File: src/hw/digipot_pkg.sv
// Shared constants for the digital potentiometer serial port and its host.
package digipot_pkg;
	localparam logic [7:0] ID_BYTE        = 8'h50;
	localparam logic [3:0] OP_READ        = 4'hB;
	localparam logic [3:0] OP_WRITE       = 4'hC;
	localparam logic [3:0] ADDR_WIPER0    = 4'h0;
	localparam logic [3:0] ADDR_WIPER1    = 4'h1;
	localparam logic [3:0] ADDR_LAST_GP   = 4'h6;
	localparam logic [3:0] ADDR_ACR       = 4'h8;
	localparam int         ACR_VOL_BIT    = 7;
	localparam int         ACR_SHUTDOWN_N_PIN_BIT   = 6;
	localparam int         ACR_WIP_BIT    = 5;
	localparam logic [7:0] ACR_RESET      = 8'h40;
	localparam logic [6:0] WIPER_RESET    = 7'h40;
	localparam logic [6:0] WIPER_MIN      = 7'h00;
	localparam logic [6:0] WIPER_MAX      = 7'h7F;
	localparam logic [7:0] NV_RESET       = 8'h40;
	localparam int         CLK_PERIOD_NS  = 8;
	localparam int         NV_WRITE_MS    = 20;
	localparam int         NV_WRITE_CYCLES = NV_WRITE_MS * 1000000 / CLK_PERIOD_NS;
	// Each clock half lasts SCK_DIV + 1 cycles, keeping the link under 5 MHz.
	localparam int         SCK_DIV        = 12;
	localparam int         CS_DESEL_NS    = 2000;
	localparam int         CS_DESEL_CYCLES =
		(CS_DESEL_NS + CLK_PERIOD_NS - 1) / CLK_PERIOD_NS;
	localparam int         LEAD_NS        = 250;
	localparam int         LEAD_CYCLES    =
		(LEAD_NS + CLK_PERIOD_NS - 1) / CLK_PERIOD_NS;
	localparam logic [2:0] BIT_LAST       = 3'h7;
	localparam logic [1:0] BYTE_DATA      = 2'h2;
endpackage : digipot_pkg

File: src/hw/spi_link_if.sv
// Serial link between host and potentiometer device.
`timescale 1ns/100ps
interface spi_link_if;
	logic cs_n;
	logic sck;
	logic sdi;
	logic sdo_out;
	logic sdo_oe;
	logic sdo;
	logic shutdown_n_pin;
	// Open-drain data line with external pull-up: low only while driven.
	assign sdo = !(sdo_oe && !sdo_out);
	modport device (
		input  cs_n,
		input  sck,
		input  sdi,
		input  shutdown_n_pin,
		output sdo_out,
		output sdo_oe
	);
	modport host (
		output cs_n,
		output sck,
		output sdi,
		output shutdown_n_pin,
		input  sdo
	);
endinterface : spi_link_if

File: src/hw/spi_digipot_serial_port.sv
// Device end: serial slave, registers, shutdown and self-timed NV write.
//
// Summary of operation
// Shutdown opens arrays, grounds every wiper.
// Leaving shutdown restores retained wiper taps.
// Shutdown pin OR control bit shuts down.
// Serial port works fully during shutdown.
// Host holds shutdown pin high normally.
// Read bits shift out on clock fall.
// Data output only pulls low or releases.
// Host supplies pull-up on data output.
// Data input sampled on clock rise.
// Host sends ID, opcode, address, then data.
// Select low makes device active.
// No operation before first select fall.
// Deselected device releases data output.
// Standby deferred while NV write runs.
// Wiper tap follows its wiper register.
// Codes 00 to 7F span taps.
// NV write self-timed after sequence end.
// Mode zero, most significant bit first.
// Upper nibble opcode, lower nibble address.
// Control bit 6 zero means shutdown.
// NV write busy flag refuses writes.
// Select fall clears bit, byte counters.
`timescale 1ns/100ps
module spi_digipot_serial_port
	import digipot_pkg::*;
#(
	parameter int NV_CYCLES = NV_WRITE_CYCLES
) (
	input  wire logic       mclk,
	input  wire logic       resetn,
	spi_link_if.device      link,
	output logic [6:0]      wiper_terminal0,
	output logic [6:0]      wiper_terminal1,
	output logic            array_open,
	output logic            active_mode,
	output logic            standby,
	output logic            nv_write_in_progress_flag
);
	typedef enum logic [1:0] {ST_ID, ST_CMD, ST_DATA, ST_IGNORE} phase_e;

	logic [2:0]  cs_sync;
	logic [2:0]  sck_sync;
	logic [1:0]  sdi_sync;
	logic [1:0]  shutdown_n_pin_sync;
	logic [7:0]  initial_value_reg [0:ADDR_LAST_GP];
	logic [6:0]  wiper_position_reg [0:1];
	logic [7:0]  access_control_reg;
	logic        armed;
	logic [2:0]  bit_cnt;
	logic [7:0]  shift_in;
	logic [7:0]  shift_out;
	logic [3:0]  pointer;
	logic        is_read;
	logic        nv_pending;
	logic [31:0] nv_cnt;
	logic [3:0]  nv_addr;
	logic [7:0]  nv_data;
	logic        nv_start;
	phase_e      phase;

	wire cs_low   = !cs_sync[1];
	wire cs_fall  = cs_sync[2] && !cs_sync[1];
	wire cs_rise  = !cs_sync[2] && cs_sync[1];
	wire sck_rise = !sck_sync[2] && sck_sync[1];
	wire sck_fall = sck_sync[2] && !sck_sync[1];
	wire [7:0] byte_in = {shift_in[6:0], sdi_sync[1]};
	wire byte_done = cs_low && armed && sck_rise && bit_cnt == BIT_LAST;

	function automatic logic [3:0] next_addr(input logic [3:0] a);
		next_addr = (a >= ADDR_LAST_GP) ? ADDR_WIPER0 : a + 4'h1;
	endfunction : next_addr

	function automatic logic [7:0] reg_read(input logic [3:0] a);
		if (a == ADDR_ACR)
			reg_read = {access_control_reg[7:6], nv_pending, 5'h00};
		else if (a <= ADDR_WIPER1 && access_control_reg[ACR_VOL_BIT])
			reg_read = {1'b0, wiper_position_reg[a[0]]};
		else if (a <= ADDR_LAST_GP)
			reg_read = initial_value_reg[a[2:0]];
		else
			reg_read = 8'h00;
	endfunction : reg_read

	always_ff @(posedge mclk or negedge resetn) begin
		if (!resetn) begin
			cs_sync   <= 3'h7;
			sck_sync  <= 3'h0;
			sdi_sync  <= 2'h0;
			shutdown_n_pin_sync <= 2'h3;
		end else begin
			cs_sync   <= {cs_sync[1:0], link.cs_n};
			sck_sync  <= {sck_sync[1:0], link.sck};
			sdi_sync  <= {sdi_sync[0], link.sdi};
			shutdown_n_pin_sync <= {shutdown_n_pin_sync[0], link.shutdown_n_pin};
		end
	end

	// first select fall
	always_ff @(posedge mclk or negedge resetn) begin
		if (!resetn)
			armed <= 1'b0;
		else if (cs_fall)
			armed <= 1'b1;
	end

	// rising sample
	always_ff @(posedge mclk or negedge resetn) begin
		if (!resetn) begin
			bit_cnt  <= 3'h0;
			shift_in <= 8'h00;
		end else if (cs_fall) begin
			bit_cnt  <= 3'h0;
		end else if (cs_low && armed && sck_rise) begin
			bit_cnt  <= bit_cnt + 3'h1;
			shift_in <= byte_in;
		end
	end

	// byte sequencing
	always_ff @(posedge mclk or negedge resetn) begin
		if (!resetn) begin
			phase   <= ST_ID;
			pointer <= 4'h0;
			is_read <= 1'b0;
		end else if (cs_fall) begin
			phase   <= ST_ID;
			is_read <= 1'b0;
		end else if (byte_done) begin
			case (phase)
			ST_ID: begin
				phase <= (byte_in == ID_BYTE) ? ST_CMD : ST_IGNORE;
			end
			ST_CMD: begin
				pointer <= byte_in[3:0];
				is_read <= byte_in[7:4] == OP_READ;
				if (byte_in[7:4] == OP_READ || byte_in[7:4] == OP_WRITE)
					phase <= ST_DATA;
				else
					phase <= ST_IGNORE;
			end
			ST_DATA: begin
				pointer <= next_addr(pointer);
			end
			default: begin
				phase <= ST_IGNORE;
			end
			endcase
		end
	end

	// falling shift out
	always_ff @(posedge mclk or negedge resetn) begin
		if (!resetn)
			shift_out <= 8'hFF;
		else if (byte_done && phase == ST_CMD)
			shift_out <= reg_read(byte_in[3:0]);
		else if (byte_done && phase == ST_DATA)
			shift_out <= reg_read(next_addr(pointer));
		else if (cs_low && sck_fall && is_read && phase == ST_DATA)
			shift_out <= {shift_out[6:0], 1'b1};
	end

	// open drain
	always_ff @(posedge mclk or negedge resetn) begin
		if (!resetn) begin
			link.sdo_oe  <= 1'b0;
			link.sdo_out <= 1'b0;
		end else begin
			link.sdo_out <= 1'b0;
			// Bits move only on a clock fall, so the line is settled well before
			// the clock rise at which the host samples it.
			if (!(cs_low && is_read && phase == ST_DATA))
				link.sdo_oe <= 1'b0;
			else if (sck_fall)
				link.sdo_oe <= !shift_out[7];
		end
	end

	wire wr_ok = byte_done && phase == ST_DATA && !is_read && !nv_pending;
	wire nv_target = pointer <= ADDR_LAST_GP
		&& !(pointer <= ADDR_WIPER1 && access_control_reg[ACR_VOL_BIT]);

	// register writes
	always_ff @(posedge mclk or negedge resetn) begin
		if (!resetn) begin
			access_control_reg <= ACR_RESET;
			wiper_position_reg[0] <= WIPER_RESET;
			wiper_position_reg[1] <= WIPER_RESET;
		end else if (wr_ok) begin
			if (pointer == ADDR_ACR)
				access_control_reg <= {byte_in[7:6], 6'h00};
			else if (pointer <= ADDR_WIPER1)
				wiper_position_reg[pointer[0]] <= byte_in[6:0];
		end
	end

	// Pending NV data is latched; one write per select frame.
	always_ff @(posedge mclk or negedge resetn) begin
		if (!resetn) begin
			nv_start <= 1'b0;
			nv_addr  <= 4'h0;
			nv_data  <= 8'h00;
		end else if (cs_fall) begin
			nv_start <= 1'b0;
		end else if (wr_ok && nv_target && !nv_start) begin
			nv_start <= 1'b1;
			nv_addr  <= pointer;
			nv_data  <= byte_in;
		end else if (cs_rise) begin
			nv_start <= 1'b0;
		end
	end

	// self-timed cycle
	always_ff @(posedge mclk or negedge resetn) begin
		if (!resetn) begin
			nv_pending <= 1'b0;
			nv_cnt     <= 32'h0;
		end else if (cs_rise && nv_start) begin
			nv_pending <= 1'b1;
			nv_cnt     <= 32'h0;
		end else if (nv_pending) begin
			nv_cnt <= nv_cnt + 32'h1;
			if (nv_cnt >= NV_CYCLES - 1)
				nv_pending <= 1'b0;
		end
	end

	always_ff @(posedge mclk or negedge resetn) begin
		if (!resetn) begin
			for (int i = 0; i <= ADDR_LAST_GP; i++)
				initial_value_reg[i] <= NV_RESET;
		end else if (cs_rise && nv_start) begin
			initial_value_reg[nv_addr[2:0]] <= nv_data;
		end
	end

	wire shut = !shutdown_n_pin_sync[1] || !access_control_reg[ACR_SHUTDOWN_N_PIN_BIT];

	// wiper outputs
	always_ff @(posedge mclk or negedge resetn) begin
		if (!resetn) begin
			wiper_terminal0 <= WIPER_MIN;
			wiper_terminal1 <= WIPER_MIN;
			array_open      <= 1'b0;
		end else begin
			array_open      <= shut;
			wiper_terminal0 <= shut ? WIPER_MIN : wiper_position_reg[0];
			wiper_terminal1 <= shut ? WIPER_MIN : wiper_position_reg[1];
		end
	end

	// power modes
	always_ff @(posedge mclk or negedge resetn) begin
		if (!resetn) begin
			active_mode <= 1'b0;
			standby     <= 1'b1;
			nv_write_in_progress_flag <= 1'b0;
		end else begin
			active_mode <= cs_low;
			standby     <= !cs_low && !nv_pending;
			nv_write_in_progress_flag <= nv_pending;
		end
	end
endmodule : spi_digipot_serial_port

File: src/flat_wrapper.sv
// flat-port wrapper written by rule: the top's interface ports become plain ports
module spi_digipot_serial_port_flat import digipot_pkg::*;
#(
	parameter int NV_CYCLES = NV_WRITE_CYCLES
)
  (mclk, resetn, wiper_terminal0, wiper_terminal1, array_open, active_mode, standby, nv_write_in_progress_flag, link_cs_n, link_sck, link_sdi, link_shutdown_n_pin, link_sdo_out, link_sdo_oe);
  spi_link_if link_i ();
  input  wire logic mclk;
  input  wire logic resetn;
  output logic [6:0] wiper_terminal0;
  output logic [6:0] wiper_terminal1;
  output logic array_open;
  output logic active_mode;
  output logic standby;
  output logic nv_write_in_progress_flag;
  input wire logic [$bits(link_i.cs_n)-1:0] link_cs_n;
  input wire logic [$bits(link_i.sck)-1:0] link_sck;
  input wire logic [$bits(link_i.sdi)-1:0] link_sdi;
  input wire logic [$bits(link_i.shutdown_n_pin)-1:0] link_shutdown_n_pin;
  output wire logic [$bits(link_i.sdo_out)-1:0] link_sdo_out;
  output wire logic [$bits(link_i.sdo_oe)-1:0] link_sdo_oe;
  assign link_i.cs_n = link_cs_n;
  assign link_i.sck = link_sck;
  assign link_i.sdi = link_sdi;
  assign link_i.shutdown_n_pin = link_shutdown_n_pin;
  assign link_sdo_out = link_i.sdo_out;
  assign link_sdo_oe = link_i.sdo_oe;
  spi_digipot_serial_port #(.NV_CYCLES(NV_CYCLES)) u_core (.mclk(mclk), .resetn(resetn), .link(link_i), .wiper_terminal0(wiper_terminal0), .wiper_terminal1(wiper_terminal1), .array_open(array_open), .active_mode(active_mode), .standby(standby), .nv_write_in_progress_flag(nv_write_in_progress_flag));
endmodule
File: config.mk
export PLATFORM = sky130hd
export DESIGN_NAME = spi_digipot_serial_port_flat
export DESIGN_NICKNAME = d
export VERILOG_FILES = /design/src/hw/digipot_pkg.sv /design/src/hw/spi_link_if.sv /design/src/hw/spi_digipot_serial_port.sv /design/src/flat_wrapper.sv
export SDC_FILE = /design/constraint.sdc
export NUM_CORES = 1
export LEC_CHECK = 0
export ABC_CLOCK_PERIOD_IN_PS = 4900
export BUFFER_PORTS_ARGS = -buffer_cell sky130_fd_sc_hd__clkbuf_2
export CELL_PAD_IN_SITES_DETAIL_PLACEMENT = 1
export CELL_PAD_IN_SITES_GLOBAL_PLACEMENT = 1
export CORE_MARGIN = 5
export CORE_UTILIZATION = 55
export DETAILED_ROUTE_END_ITERATION = 10
export PLACE_DENSITY = 0.94
export SLEW_MARGIN = 20
export SYNTH_ARGS = -nofsm -noshare
export SYNTH_HDL_FRONTEND = slang
export SYNTH_SLANG_ARGS = --single-unit
File: constraint.sdc
create_clock -name mclk -period 4.9 [get_ports mclk]
set_input_delay 0.245 -clock mclk [delete_from_list [all_inputs] [get_ports mclk]]
set_output_delay 0.245 -clock mclk [all_outputs]
set_load 0.02 [all_outputs]
After elaboration in Yosys (flattened, before gate mapping)
Cells that the tools add are included.

Muxes and demuxes: 51. Eq/ne operators: 11. Order comparisons: 16. Add/subtract/negate cells: 3. Reductions and logical operators: 54. Bitwise gates (word level): 8.

Operator list (count): 2-to-1 mux 8 bit (14); 2-to-1 mux 32 bit (2); 2-to-1 mux 7 bit (9); bitwise mux 56 bit (1); binary-select mux 8 bit (select 3 bit) (2); adder 32 x 1 -> 32 bit, second input constant (1); >= comparator 32 x 22 -> 1 bit, second input constant (1); logical AND 1 bit (26); demux 8 bit (select 3 bit) (1); equality test 4 bit, second input constant (5); bitwise mux 14 bit (1); >= comparator 4 bit, second input constant (3); <= comparator 4 x 1 -> 1 bit, second input constant (3); <= comparator 4 x 3 -> 1 bit, second input constant (3); 2-to-1 mux 1 bit (12); inverter 3 -> 4 bit (3); logical NOT 1 bit (11); AND reduction 2 bit (5); nonzero test 2 bit (5); equality test 8 x 7 -> 1 bit, second input constant (1); one-hot mux 4 bit (2 select lines) (1); demux 7 bit (select 1 bit) (1); >= comparator 2 bit, second input constant (3); 2-to-1 mux 2 bit (3); 18 further kinds (26).

Output and inout bits: 20. Register bits: 172. Bits of input ports: 6. Word-level logic and storage cells: 176.

Logic depth before layout (Yosys ltp)
Gate-level depths: netlist of the first run.

Word-level depth: 11. Depth in mapped cells: 10. Depth with buffers taken out: 8.

Worst setup path after synthesis of the first run
Ideal clock, no wire load.

Kind: reg2reg. From: register u_core.pointer[0]. To: register u_core.shift_out[3]. Stages on the path, launching flop included: 11. Slack: 2.639 ns. Library setup time: 0.083 ns. Path buffers: 3. Period minus slack after synthesis: 2.261 ns. Data required time: 4.817 ns. Arrival time: 2.177 ns. Cell sequence: dfrtp_1 -> inv_1 -> clkbuf_1 -> ha_1 -> clkbuf_1 -> and2_1 -> clkbuf_1 -> mux2i_1 -> a211oi_1 -> nor3_1 -> a221o_1.

Cells in the longest elaborated chain, start to end: 11. Elaborated cells between the ends (all ways): 20. Those cells by class: 1 x add/sub; 3 x order compare; 1 x eq/ne; 12 x mux; 2 x bitwise; 1 x reduce/logical.

Ends and longest elaborated chain: from (decl) (line spi_digipot_serial_port.sv:55) `logic [3:0] pointer;`; from (signal assigned) (line spi_digipot_serial_port.sv:137) `pointer <= byte_in[3:0];`; from (signal assigned) (line spi_digipot_serial_port.sv:145) `pointer <= next_addr(pointer);`; adder 4 x 1 -> 4 bit / >= comparator 4 x 3 -> 1 bit (equally long branches) (line spi_digipot_serial_port.sv:73) `next_addr = (a >= ADDR_LAST_GP) ? ADDR_WIPER0 : a + 4'h1;`; 2-to-1 mux 4 bit (*) (line spi_digipot_serial_port.sv:73); inverter 3 -> 4 bit (not written as such) (line spi_digipot_serial_port.sv:82) `reg_read = initial_value_reg[a[2:0]];`; binary-select mux 8 bit (select 3 bit) (line spi_digipot_serial_port.sv:82); 2-to-1 mux 8 bit (not written as such) (2 in series) (line spi_digipot_serial_port.sv:82); 2-to-1 mux 8 bit (line spi_digipot_serial_port.sv:81) `else if (a <= ADDR_LAST_GP)`; 2-to-1 mux 8 bit (line spi_digipot_serial_port.sv:79) `else if (a <= ADDR_WIPER1 && access_control_reg[ACR_VOL_BIT])`; 2-to-1 mux 8 bit (*) (line spi_digipot_serial_port.sv:77) `if (a == ADDR_ACR)`; 2-to-1 mux 8 bit (*) (line spi_digipot_serial_port.sv:160) `else if (byte_done && phase == ST_DATA)`; 2-to-1 mux 8 bit (*) (line spi_digipot_serial_port.sv:158) `else if (byte_done && phase == ST_CMD)`; to (signal assigned) (line spi_digipot_serial_port.sv:159) `shift_out <= reg_read(byte_in[3:0]);`; to (signal assigned) (line spi_digipot_serial_port.sv:161) `shift_out <= reg_read(next_addr(pointer));`; to (signal assigned) (line spi_digipot_serial_port.sv:163) `shift_out <= {shift_out[6:0], 1'b1};`; to (decl) (line spi_digipot_serial_port.sv:54) `logic [7:0] shift_out;`.

Mark *: on every way between the ends. The rest lies on a longest branch, timed or not. The select of a mux whose other input is x is not followed. A chain may end at the register's enable or synchronous reset.

Worst setup path in the final report of the first run
From: register u_core.pointer[0]. To: register u_core.shift_out[4].

Same word-level chain as after synthesis.

==> results.md, run 1 <==
* Reg-to-reg endpoint: u_core.shift_out[4]$_DFFE_PN1P_
* Vias in the first global route at between 6000 and 7000
* Buffer levels on the longest clock path at 2
* Drt via density at ~6.7
* Detailed router's first-iteration violation count at 720
* Filler Cells Inserted at 1536
* Max_cap viols at 0
* Core region area at between 15000 and 20000 um2
* Peak supply drop at between 0.2 and 0.3 mV
* Top-area cell type share of the netlist area at 43.8%
* Final HPWL DP at around 16000 um
* Pwr per Cell Area at between 300 and 400 nW/um2
* Die area at approximately 18000 um2
* Unrepaired setup endpoints after global routing: false
* Ranking of synthesized cells by area: dfrtp_1 (44%), mux2_2 (11%), dfstp_2 (7.5%), mux2i_1 (4.1%), nor2_1 (2.9%)
* Antenna Nets Post-Route at 0
* CP Max Fanout at 16
* Yosys warns at 0
* Ports at 26
* FF+latch count, synth at 172
* Die W at around 130 um
* Top_reg_cell synth: dfrtp_1
* Post-route cell area at about 9300 um2
* Nets at approximately 770
* # rows at 45
* TritonCTS Sinks at between 150 and 200
* CP endpoint kind: flop
* DR DRC count at 0
* Fin crit share at roughly 68%
* Share of layout cells above drive strength 1 at a little over a quarter
* Synth top cells by count: dfrtp_1 (148), mux2_2 (84), nor2_1 (66), nand2_1 (50), mux2i_1 (35)
* Critical R2R Launch: u_core.pointer[0]$_DFFE_PN0P_
* Worst skew pair latency at between 0.4 and 0.5 ns
* P&R area growth vs syn at 10.6%
* Least-Margin Pin Slew at ~1.2 ns
* Largest area contributor in the netlist: dfrtp_1
* Async set-reset flop share out of synthesis at 100%
* CTS Buf Count at 17
* Fin crit period at roughly 3.3 ns
* Final Hold Viols at 0
* Clock Skew at about 0.011 ns
* R2R depth at 7
* Clock transition at path regs at around 0.070 ns
* Mean Syn Cell Area at 11.5 um2
* Delay-heaviest family, CP: flip-flops
* Post-CTS Setup Inserts at 0
* First-pass GRT wire length at roughly 40000 um
* Required @ worst endpoint at about 5.2 ns
* Routed len/inst at ~26 um
* Leakage Power at 4.33 nW
* Critical Path, Cell by Cell: inv_1 -> ha_1 -> nand2_1 -> nand2b_1 -> a21oi_1 -> o311ai_0 -> o221ai_1
* Root buffer cell: clkbuf_16
* GRT Resource Usage Total at between 20% and 30%
* Remaining Overflow, GRT at 0
* Largest net degree at the start of global routing at 70
* Starting density of the core at between 50% and 60%
* EDFF count, synth at 0
* CP Class: flop to flop
* Largest register FFs at 56
* Total number of vias at approximately 6400
* Mapped Area at between 8000 and 9000 um2
* Input/output buffers at 24
* Most common cell in the synthesized netlist: dfrtp_1
* Synth unique cells at 59
* Hold/Removal Path Class: input port to async pin
* Setup tns final at 0 ns
* Drt first pass iters at 6
* H-tree depth at 4
* FMAX at 0.301 GHz
* DP Area at 8690 um2
* CTS tree: done
* WP buf/inv at 1
* R2R setup slack at roughly 1.6 ns
* Max Transition Viols Final at 0
* CP startpoint kind: flop
* Setup violations, final at 0
* Gpl congestion at around 1.1
* Relative slew slack at approximately a fifth
* Cell count after synthesis at roughly 740
* Syn nets at 751
* Peak per-stage delay on the critical path at roughly 0.86 ns
* Register area share after synthesis at roughly half
* Worst EP arrival at approximately 3.7 ns
* N_diodes at 0
* Routed WL at between 20000 and 25000 um
* Critical-path top delay cell: dfrtp_1
* Antenna violations before repair at 0
* Status: finished clean
* Die H at about 130 um
## metrics by stage
| stage | hold slack (ns) | utilization, % | total power [mW] | instances | setup slack, ns |
|---|---|---|---|---|---|
| CTS | 0.303 | 61.7 | 3.11 | 953 | 1.80 |
| detailed placement | 0.202 | 57.4 | 1.70 | 916 | 1.81 |
| global route | 0.337 | 61.7 | 3.21 | 953 | 1.51 |
| floorplan | -0.0506 | - | 1.61 | 736 | 2.64 |
| global placement | 0.191 | 57.4 | 1.69 | 916 | 2.07 |
| finish | 0.295 | 61.7 | 3.10 | 953 | 1.57 |
## layout make-up
cell class / count / area [um2] / area share (%)
Tap cell: 188 / 235 / 2.52
Timing Repair Buffer: 36 / 229 / 2.45
Inverter: 10 / 37.5 / 0.402
Sequential cell: 172 / 4330 / 46.4
Clock buffer: 19 / 443 / 4.74
Multi-Input combinational cell: 515 / 3900 / 41.8
Clock inverter: 13 / 163 / 1.74
## per-layer routing
| layer | global-route usage (%) | part of all wire (%) | vias up |
|---|---|---|---|
| li1 | - | - | 2675 |
| met1 | 35.7 | 38 | 3275 |
| met2 | 47.2 | 49 | 330 |
| met3 | 7.88 | 7.7 | 108 |
| met4 | 14.8 | 4.6 | 0 |
| met5 | 0 | 0 | - |
## cells by family after synthesis
| kind of cell | after synthesis | share of synthesized area (%) |
|---|---|---|
| AO/OA/AOI/OAI | 106 | 8.01 |
| XOR/XNOR | 30 | 3.11 |
| adder cells (fa/ha/maj) | 9 | 1.33 |
| buffers and inverters | 49 | 2.49 |
| flip-flops | 172 | 51.3 |
| multiplexers | 139 | 19.8 |
| other | 1 | 0.0444 |
| AND/OR/NAND/NOR | 230 | 13.9 |
## cell usage in the layout (no fill, tap or decap), types with 22 or more instances in the layout
cell type	count
nor2_1	66
a21oi_1	31
o21ai_0	30
dfstp_2	24
clkbuf_2	23
nand2_1	50
mux2i_1	35
and3_1	29
mux2_2	84
dfrtp_1	148
xor2_1	22
## worst max-delay path by stage
stage                                       to                           from  slack (ns)  cells after the start
2_1_floorplan  u_core.shift_out[3]$_DFFE_PN1P_  u_core.pointer[0]$_DFFE_PN0P_        2.64                     10
3_3_place_gp   u_core.shift_out[4]$_DFFE_PN1P_  u_core.pointer[0]$_DFFE_PN0P_        2.07                      7
3_5_place_dp   u_core.shift_out[4]$_DFFE_PN1P_  u_core.pointer[0]$_DFFE_PN0P_        1.81                      7
4_1_cts        u_core.shift_out[4]$_DFFE_PN1P_  u_core.pointer[0]$_DFFE_PN0P_        1.80                      7
5_1_grt        u_core.shift_out[4]$_DFFE_PN1P_  u_core.pointer[0]$_DFFE_PN0P_        1.51                      7
6_report       u_core.shift_out[4]$_DFFE_PN1P_  u_core.pointer[0]$_DFFE_PN0P_        1.57                      7
## timing repair
| item | in CTS | in global routing |
|---|---|---|
| hold endpoints to repair | 40 | 0 |
| hold buffers | 5 | 0 |
| resized for setup | 0 | 0 |
| endpoints found under the setup margin | 0 | 0 |
## where the power goes
group          switching [mW]  internal [mW]
Clock                   0.589          0.817
Sequential             0.0740           1.45
Combinational           0.114         0.0597
Total                   0.776           2.32
Note: power is estimated with default switching activity, not from simulation.
==> run 2: changes to the inputs <==
--- a/config.mk
+++ b/config.mk
@@ -5,14 +5,14 @@
 export SDC_FILE = /design/constraint.sdc
 export NUM_CORES = 1
 export LEC_CHECK = 0
-export ABC_CLOCK_PERIOD_IN_PS = 4900
+export ABC_CLOCK_PERIOD_IN_PS = 3300
 export BUFFER_PORTS_ARGS = -buffer_cell sky130_fd_sc_hd__clkbuf_2
 export CELL_PAD_IN_SITES_DETAIL_PLACEMENT = 1
 export CELL_PAD_IN_SITES_GLOBAL_PLACEMENT = 1
 export CORE_MARGIN = 5
-export CORE_UTILIZATION = 55
+export CORE_UTILIZATION = 51
 export DETAILED_ROUTE_END_ITERATION = 10
-export PLACE_DENSITY = 0.94
+export PLACE_DENSITY = 0.89
 export SLEW_MARGIN = 20
 export SYNTH_ARGS = -nofsm -noshare
 export SYNTH_HDL_FRONTEND = slang
==> constraint.sdc (replaced) <==
create_clock -name mclk -period 3.3 [get_ports mclk]
set_input_delay 0.165 -clock mclk [delete_from_list [all_inputs] [get_ports mclk]]
set_output_delay 0.165 -clock mclk [all_outputs]
set_load 0.02 [all_outputs]
==> results.md, run 2 (synthesis results as in run 1) <==
* Status: finished clean
* R2R depth at 7 (unchanged)
* Setup tns final at 0 ns (unchanged)
* Die W at 139 um (+3.6%)
* CTS Buf Count at 17 (unchanged)
* Largest register FFs at 56 (unchanged)
* Critical-path top delay cell: ha_1
* Starting density of the core at 51.5% (-4.3 points)
* Worst setup path end: u_core.shift_out[4]$_DFFE_PN1P_
* Input/output buffers at 24 (unchanged)
* Antenna Nets Post-Route at 0 (unchanged)
* Final Hold Viols at 0 (unchanged)
* CP Max Fanout at 13 (-3)
* CP Class: flop to flop
* Unrepaired setup endpoints after global routing: false
* Routed len/inst at 23.8 um (-8.6%)
* Pwr per Cell Area at 474 nW/um2 (+43%)
* Setup crit start: u_core.pointer[1]$_DFFE_PN0P_
* Reg-to-reg endpoint: u_core.shift_out[4]$_DFFE_PN1P_
* Worst skew pair latency at 0.44 ns (about the same)
* Max_cap viols at 0 (unchanged)
* Vias in the first global route at 6946 (+0.46%)
* Ports at 26 (unchanged)
* H-tree depth at 4 (unchanged)
* Fin crit period at 2.85 ns (-0.477 ns)
* Routed WL at 23700 um (-4.5%)
* Least-Margin Pin Slew at 1.03 ns (-0.140 ns)
* FMAX at 0.351 GHz (+17%)
* Worst EP arrival at 3.17 ns (-0.50 ns)
* Buffer levels on the longest clock path at 2 (unchanged)
* CP startpoint kind: flop
* Required @ worst endpoint at 3.62 ns (-1.62 ns)
* Largest net degree at the start of global routing at 99 (+41%)
* Drt first pass iters at 5 (-1)
* Peak per-stage delay on the critical path at 0.56 ns (-0.30 ns)
* Clock Skew at 0.0136 ns (+0.00302 ns)
* DR DRC count at 0 (unchanged)
* Critical Path, Cell by Cell: inv_1 -> ha_1 -> nand2_1 -> nand2b_1 -> a21oi_1 -> o311ai_0 -> o221ai_1
* Detailed router's first-iteration violation count at 477 (-34%)
* Layout Utilization at 57.4% (-4.3 points)
* Core region area at 16400 um2 (+8.3%)
* Gpl congestion at 0.895 (-15%)
* CTS tree: done
* Drt via density at 6.22 (-7.2%)
* Share of layout cells above drive strength 1 at 26.9% (+0.92 points)
* Worst hold margin at 0.356 ns (+0.0608 ns)
* Fin crit share at 86.4% (+18 points)
* R2R setup slack at 0.45 ns (-1.12 ns)
* Remaining Overflow, GRT at 0 (unchanged)
* CP endpoint kind: flop
* Setup violations, final at 0 (unchanged)
* Antenna violations before repair at 0 (unchanged)
* Critical R2R Launch: u_core.pointer[1]$_DFFE_PN0P_
* Die area at 19200 um2 (+7.3%)
* Root buffer cell: clkbuf_16
* TritonCTS Sinks at 172 (unchanged)
* # rows at 47 (+4.4%)
* Max Transition Viols Final at 0 (unchanged)
* P&R area growth vs syn at 11.6%
* Post-CTS Setup Inserts at 0 (unchanged)
* Clock transition at path regs at 0.07 ns (about the same)
* Most frequent cells in the layout: dfrtp_1 (148), mux2_2 (84), nor2_1 (66), nand2_1 (50), mux2i_1 (35)
* Die H at 139 um (+3.6%)
* Commonest non-fill, non-tap cell in the layout: dfrtp_1
* Nets at 778 (+1.4%)
* Final HPWL DP at 16000 um (-0.79%)
* Relative slew slack at 31.0% (+9.7 points)
* Peak supply drop at 0.370 mV (+27%)
* First-pass GRT wire length at 39200 um (-2.1%)
* GRT Resource Usage Total at 25.7% (-3.3 points)
* N_diodes at 0 (unchanged)
* Leakage Power at 4.36 nW (+0.70%)
* Hold/Removal Path Class: flop to flop
* Total number of vias at 6195 (-3.0%)
* Post-CTS resize count at 0 (unchanged)
[run 2: changes by cell type in the layout (fill, tap and decap cells not counted), sizes merged]
cell	change
buf	+11
bufinv	-2
clkinv	+2
clkbuf	+1
inv	-1
[run 2: critical path: cells and delay by family (launching register included)]
kind / cells / cell delay (ns)
AND/OR/NAND/NOR: 2 / 0.79
AO/OA/AOI/OAI: 3 / 0.77
adder cells (fa/ha/maj): 1 / 0.56
flip-flops: 1 / 0.51
buffers and inverters: 1 / 0.11
[run 2: worst min-delay path by stage]
| stage | from | end | slack, ns | cells after the start |
|---|---|---|---|---|
| finish | u_core.shutdown_n_pin_sync[0]$_DFF_PN1_ | u_core.shutdown_n_pin_sync[1]$_DFF_PN1_ | 0.36 | 0 |
| global route | u_core.shutdown_n_pin_sync[0]$_DFF_PN1_ | u_core.shutdown_n_pin_sync[1]$_DFF_PN1_ | 0.36 | 0 |
| CTS | link_cs_n | u_core.cs_sync[0]$_DFF_PN1_ | 0.35 | 2 |
| detailed placement | link_cs_n | u_core.cs_sync[0]$_DFF_PN1_ | 0.25 | 1 |
| global placement | link_shutdown_n_pin | u_core.shutdown_n_pin_sync[0]$_DFF_PN1_ | 0.25 | 1 |
| floorplan | resetn | u_core.access_control_reg[7]$_DFFE_PN0P_ | -0.13 | 0 |
[run 2: stage by stage]
| stage | std cells | cell area, um2 | setup slack (ns) | power, mW |
|---|---|---|---|---|
| after global placement | 959 | 8810 | 0.772 | 2.53 |
| after detailed placement | 959 | 8810 | 0.700 | 2.54 |
| after floorplan | 736 | 8450 | 1.04 | 2.40 |
| final | 996 | 9420 | 0.449 | 4.47 |
| after global routing | 996 | 9420 | 0.263 | 4.64 |
| after CTS | 996 | 9420 | 0.476 | 4.49 |
[run 2: metal layers]
metal / up-vias / track usage (%) / part of all wire [%]
li1: 2712 / - / -
met1: 3246 / 32.5 / 42
met2: 180 / 43.5 / 50
met3: 57 / 5.55 / 4.4
met4: 0 / 10.2 / 3.3
met5: - / 0 / 0
[run 2: area by class of cell]
cell class	instances	area, um2
clock buffer	20	447
clock inverter	12	115
fill	1691	6980
inverter	10	37.5
multi-input combinational	515	3900
sequential	172	4330
tap	220	275
timing repair buffer	47	312
[run 2: repair_timing]
item,CTS,global route
hold buffers,5,0
setup endpoints to repair,0,0
hold endpoints to repair,81,0
[run 2: report_power, final]
group / internal [mW] / switching [mW] / total (mW)
clock network: 1.07 / 0.883 / 1.95
logic: 0.0937 / 0.163 / 0.257
registers: 2.15 / 0.111 / 2.26
==> run 3: changes to the inputs <==
--- a/config.mk
+++ b/config.mk
@@ -10,9 +10,10 @@
 export CELL_PAD_IN_SITES_DETAIL_PLACEMENT = 1
 export CELL_PAD_IN_SITES_GLOBAL_PLACEMENT = 1
 export CORE_MARGIN = 5
-export CORE_UTILIZATION = 51
+export CORE_UTILIZATION = 53
+export CTS_BUF_LIST = sky130_fd_sc_hd__clkbuf_4
 export DETAILED_ROUTE_END_ITERATION = 10
-export PLACE_DENSITY = 0.89
+export PLACE_DENSITY = 0.92
 export SLEW_MARGIN = 20
 export SYNTH_ARGS = -nofsm -noshare
 export SYNTH_HDL_FRONTEND = slang
==> results.md, run 3 (synthesis results as in run 1) <==
* P&R area growth vs syn at 7.75%
* Largest net degree at the start of global routing at 92 (-7.1%)
* Share of layout cells above drive strength 1 at 26.2% (-0.73 points)
* Clock transition at path regs at 0.13 ns (+0.06 ns)
* Routed WL at 22900 um (-3.3%)
* Final HPWL DP at 15900 um (-0.33%)
* CP startpoint kind: flop
* Die W at 136 um (-1.8%)
* CP Max Fanout at 11 (-2)
* Nets at 773 (-0.64%)
* Drt via density at 6.22 (about the same)
* Worst EP arrival at 3.17 ns (about the same)
* Routed len/inst at 23.2 um (-2.5%)
* Status: finished clean
* Remaining Overflow, GRT at 0 (unchanged)
* TritonCTS Sinks at 172 (unchanged)
* Detailed router's first-iteration violation count at 504 (+5.7%)
* Max Transition Viols Final at 0 (unchanged)
* # rows at 46 (-2.1%)
* CTS Buf Count at 17 (unchanged)
* CTS tree: done
* Die area at 18600 um2 (-3.5%)
* Hold/Removal Path Class: input port to flop
* Starting density of the core at 53.6% (+2.1 points)
* Vias in the first global route at 6684 (-3.8%)
* Post-CTS Setup Inserts at 0 (unchanged)
* Critical Path, Cell by Cell: and4bb_1 -> nand3_4 -> or3_4 -> a2111oi_4 -> nand2_2 -> mux2_4
* Largest register FFs at 56 (unchanged)
* Least-Margin Pin Slew at 1.12 ns (+0.0868 ns)
* Clock Skew at 0.0207 ns (+0.00711 ns)
* Leakage Power at 4.22 nW (-3.2%)
* First-pass GRT wire length at 37400 um (-4.5%)
* Fin crit period at 2.68 ns (-0.167 ns)
* Core region area at 15800 um2 (-3.9%)
* Input/output buffers at 24 (unchanged)
* CP endpoint kind: flop
* H-tree depth at 4 (unchanged)
* R2R setup slack at 0.62 ns (+0.17 ns)
* N_diodes at 0 (unchanged)
* Critical-path top delay cell: and4bb_1
* Final Hold Viols at 0 (unchanged)
* Peak supply drop at 0.290 mV (-22%)
* GRT Resource Usage Total at 26.5% (+0.73 points)
* Commonest non-fill, non-tap cell in the layout: dfrtp_1
* Gpl congestion at 0.919 (+2.6%)
* Buffer levels on the longest clock path at 2 (unchanged)
* Root buffer cell: clkbuf_4
* Worst skew pair latency at 0.61 ns (+0.17 ns)
* CP Class: flop to flop
* Antenna Nets Post-Route at 0 (unchanged)
* Drt first pass iters at 5 (unchanged)
* Unrepaired setup endpoints after global routing: false
* Ports at 26 (unchanged)
* Fin crit share at 81.3% (-5.1 points)
* Relative slew slack at 25.3% (-5.8 points)
* Layout Utilization at 57.7% (+0.28 points)
* Peak per-stage delay on the critical path at 0.55 ns (about the same)
* Antenna violations before repair at 0 (unchanged)
* Max_cap viols at 0 (unchanged)
* Total number of vias at 6142 (-0.86%)
* Setup tns final at 0 ns (unchanged)
* Pwr per Cell Area at 409 nW/um2 (-14%)
* Die H at 136 um (-1.8%)
* Setup violations, final at 0 (unchanged)
* FMAX at 0.373 GHz (+6.2%)
* Most frequent cells in the layout: dfrtp_1 (148), mux2_2 (84), nor2_1 (66), nand2_1 (50), mux2i_1 (35)
* DR DRC count at 0 (unchanged)
* Required @ worst endpoint at 3.79 ns (+0.17 ns)
## run 3: final cells by class
class                      instances  area (um2)
fill                            1671        6670
clock inverter                    13         128
multi-input combinational        515        3900
timing repair buffer              42         287
tap                              216         270
sequential                       172        4330
inverter                          10        37.5
clock buffer                      19         143
## run 3: what timing repair did
action                                 in CTS  in global routing
gates resized for setup                     0                  0
hold buffers                                5                  0
endpoints found under the hold margin      76                  0
## run 3: worst max-delay path, delay by kind of cell, from the launching register on
family | cells | cell delay, ns
compound gates | 1 | 0.33
mux | 1 | 0.38
flops | 1 | 0.43
simple gates | 4 | 1.43
## run 3: metal layers
layer	GRT usage, %	routed length (um)
met5	0	0
met4	9.91	736
met3	5.18	1140
met2	43.8	11400
met1	34.7	9610
## run 3: final timing paths
kind | from | end | cells after the start
worst min-delay path | link_shutdown_n_pin | u_core.shutdown_n_pin_sync[0]$_DFF_PN1_ | 2
max in group asynchronous | resetn | u_core.shift_out[5]$_DFFE_PN1P_ | 3
worst max register to register | u_core.cs_sync[1]$_DFF_PN1_ | u_core.nv_data[2]$_DFFE_PN0P_ | 6
worst min register to register | u_core.cs_sync[0]$_DFF_PN1_ | u_core.cs_sync[1]$_DFF_PN1_ | 0
worst max-delay path | u_core.cs_sync[1]$_DFF_PN1_ | u_core.nv_data[2]$_DFFE_PN0P_ | 6
min in group asynchronous | resetn | u_core.wiper_terminal1[2]$_DFF_PN0_ | 2
## run 3: per-stage QoR
step	worst slack (ns)	hold slack [ns]	cells	area, um2	total power, mW
5_1_grt	0.477	0.154	987	9100	3.88
2_1_floorplan	1.04	-0.131	736	8450	2.40
3_5_place_dp	0.662	0.255	950	8780	2.55
4_1_cts	0.631	0.167	987	9100	3.74
6_report	0.616	0.189	987	9100	3.72
3_3_place_gp	0.797	0.252	950	8780	2.53
## run 3: power by group
group | switching [mW] | internal (mW)
Combinational | 0.146 | 0.0916
Clock | 0.747 | 0.457
Sequential | 0.133 | 2.15
Total | 1.03 | 2.70
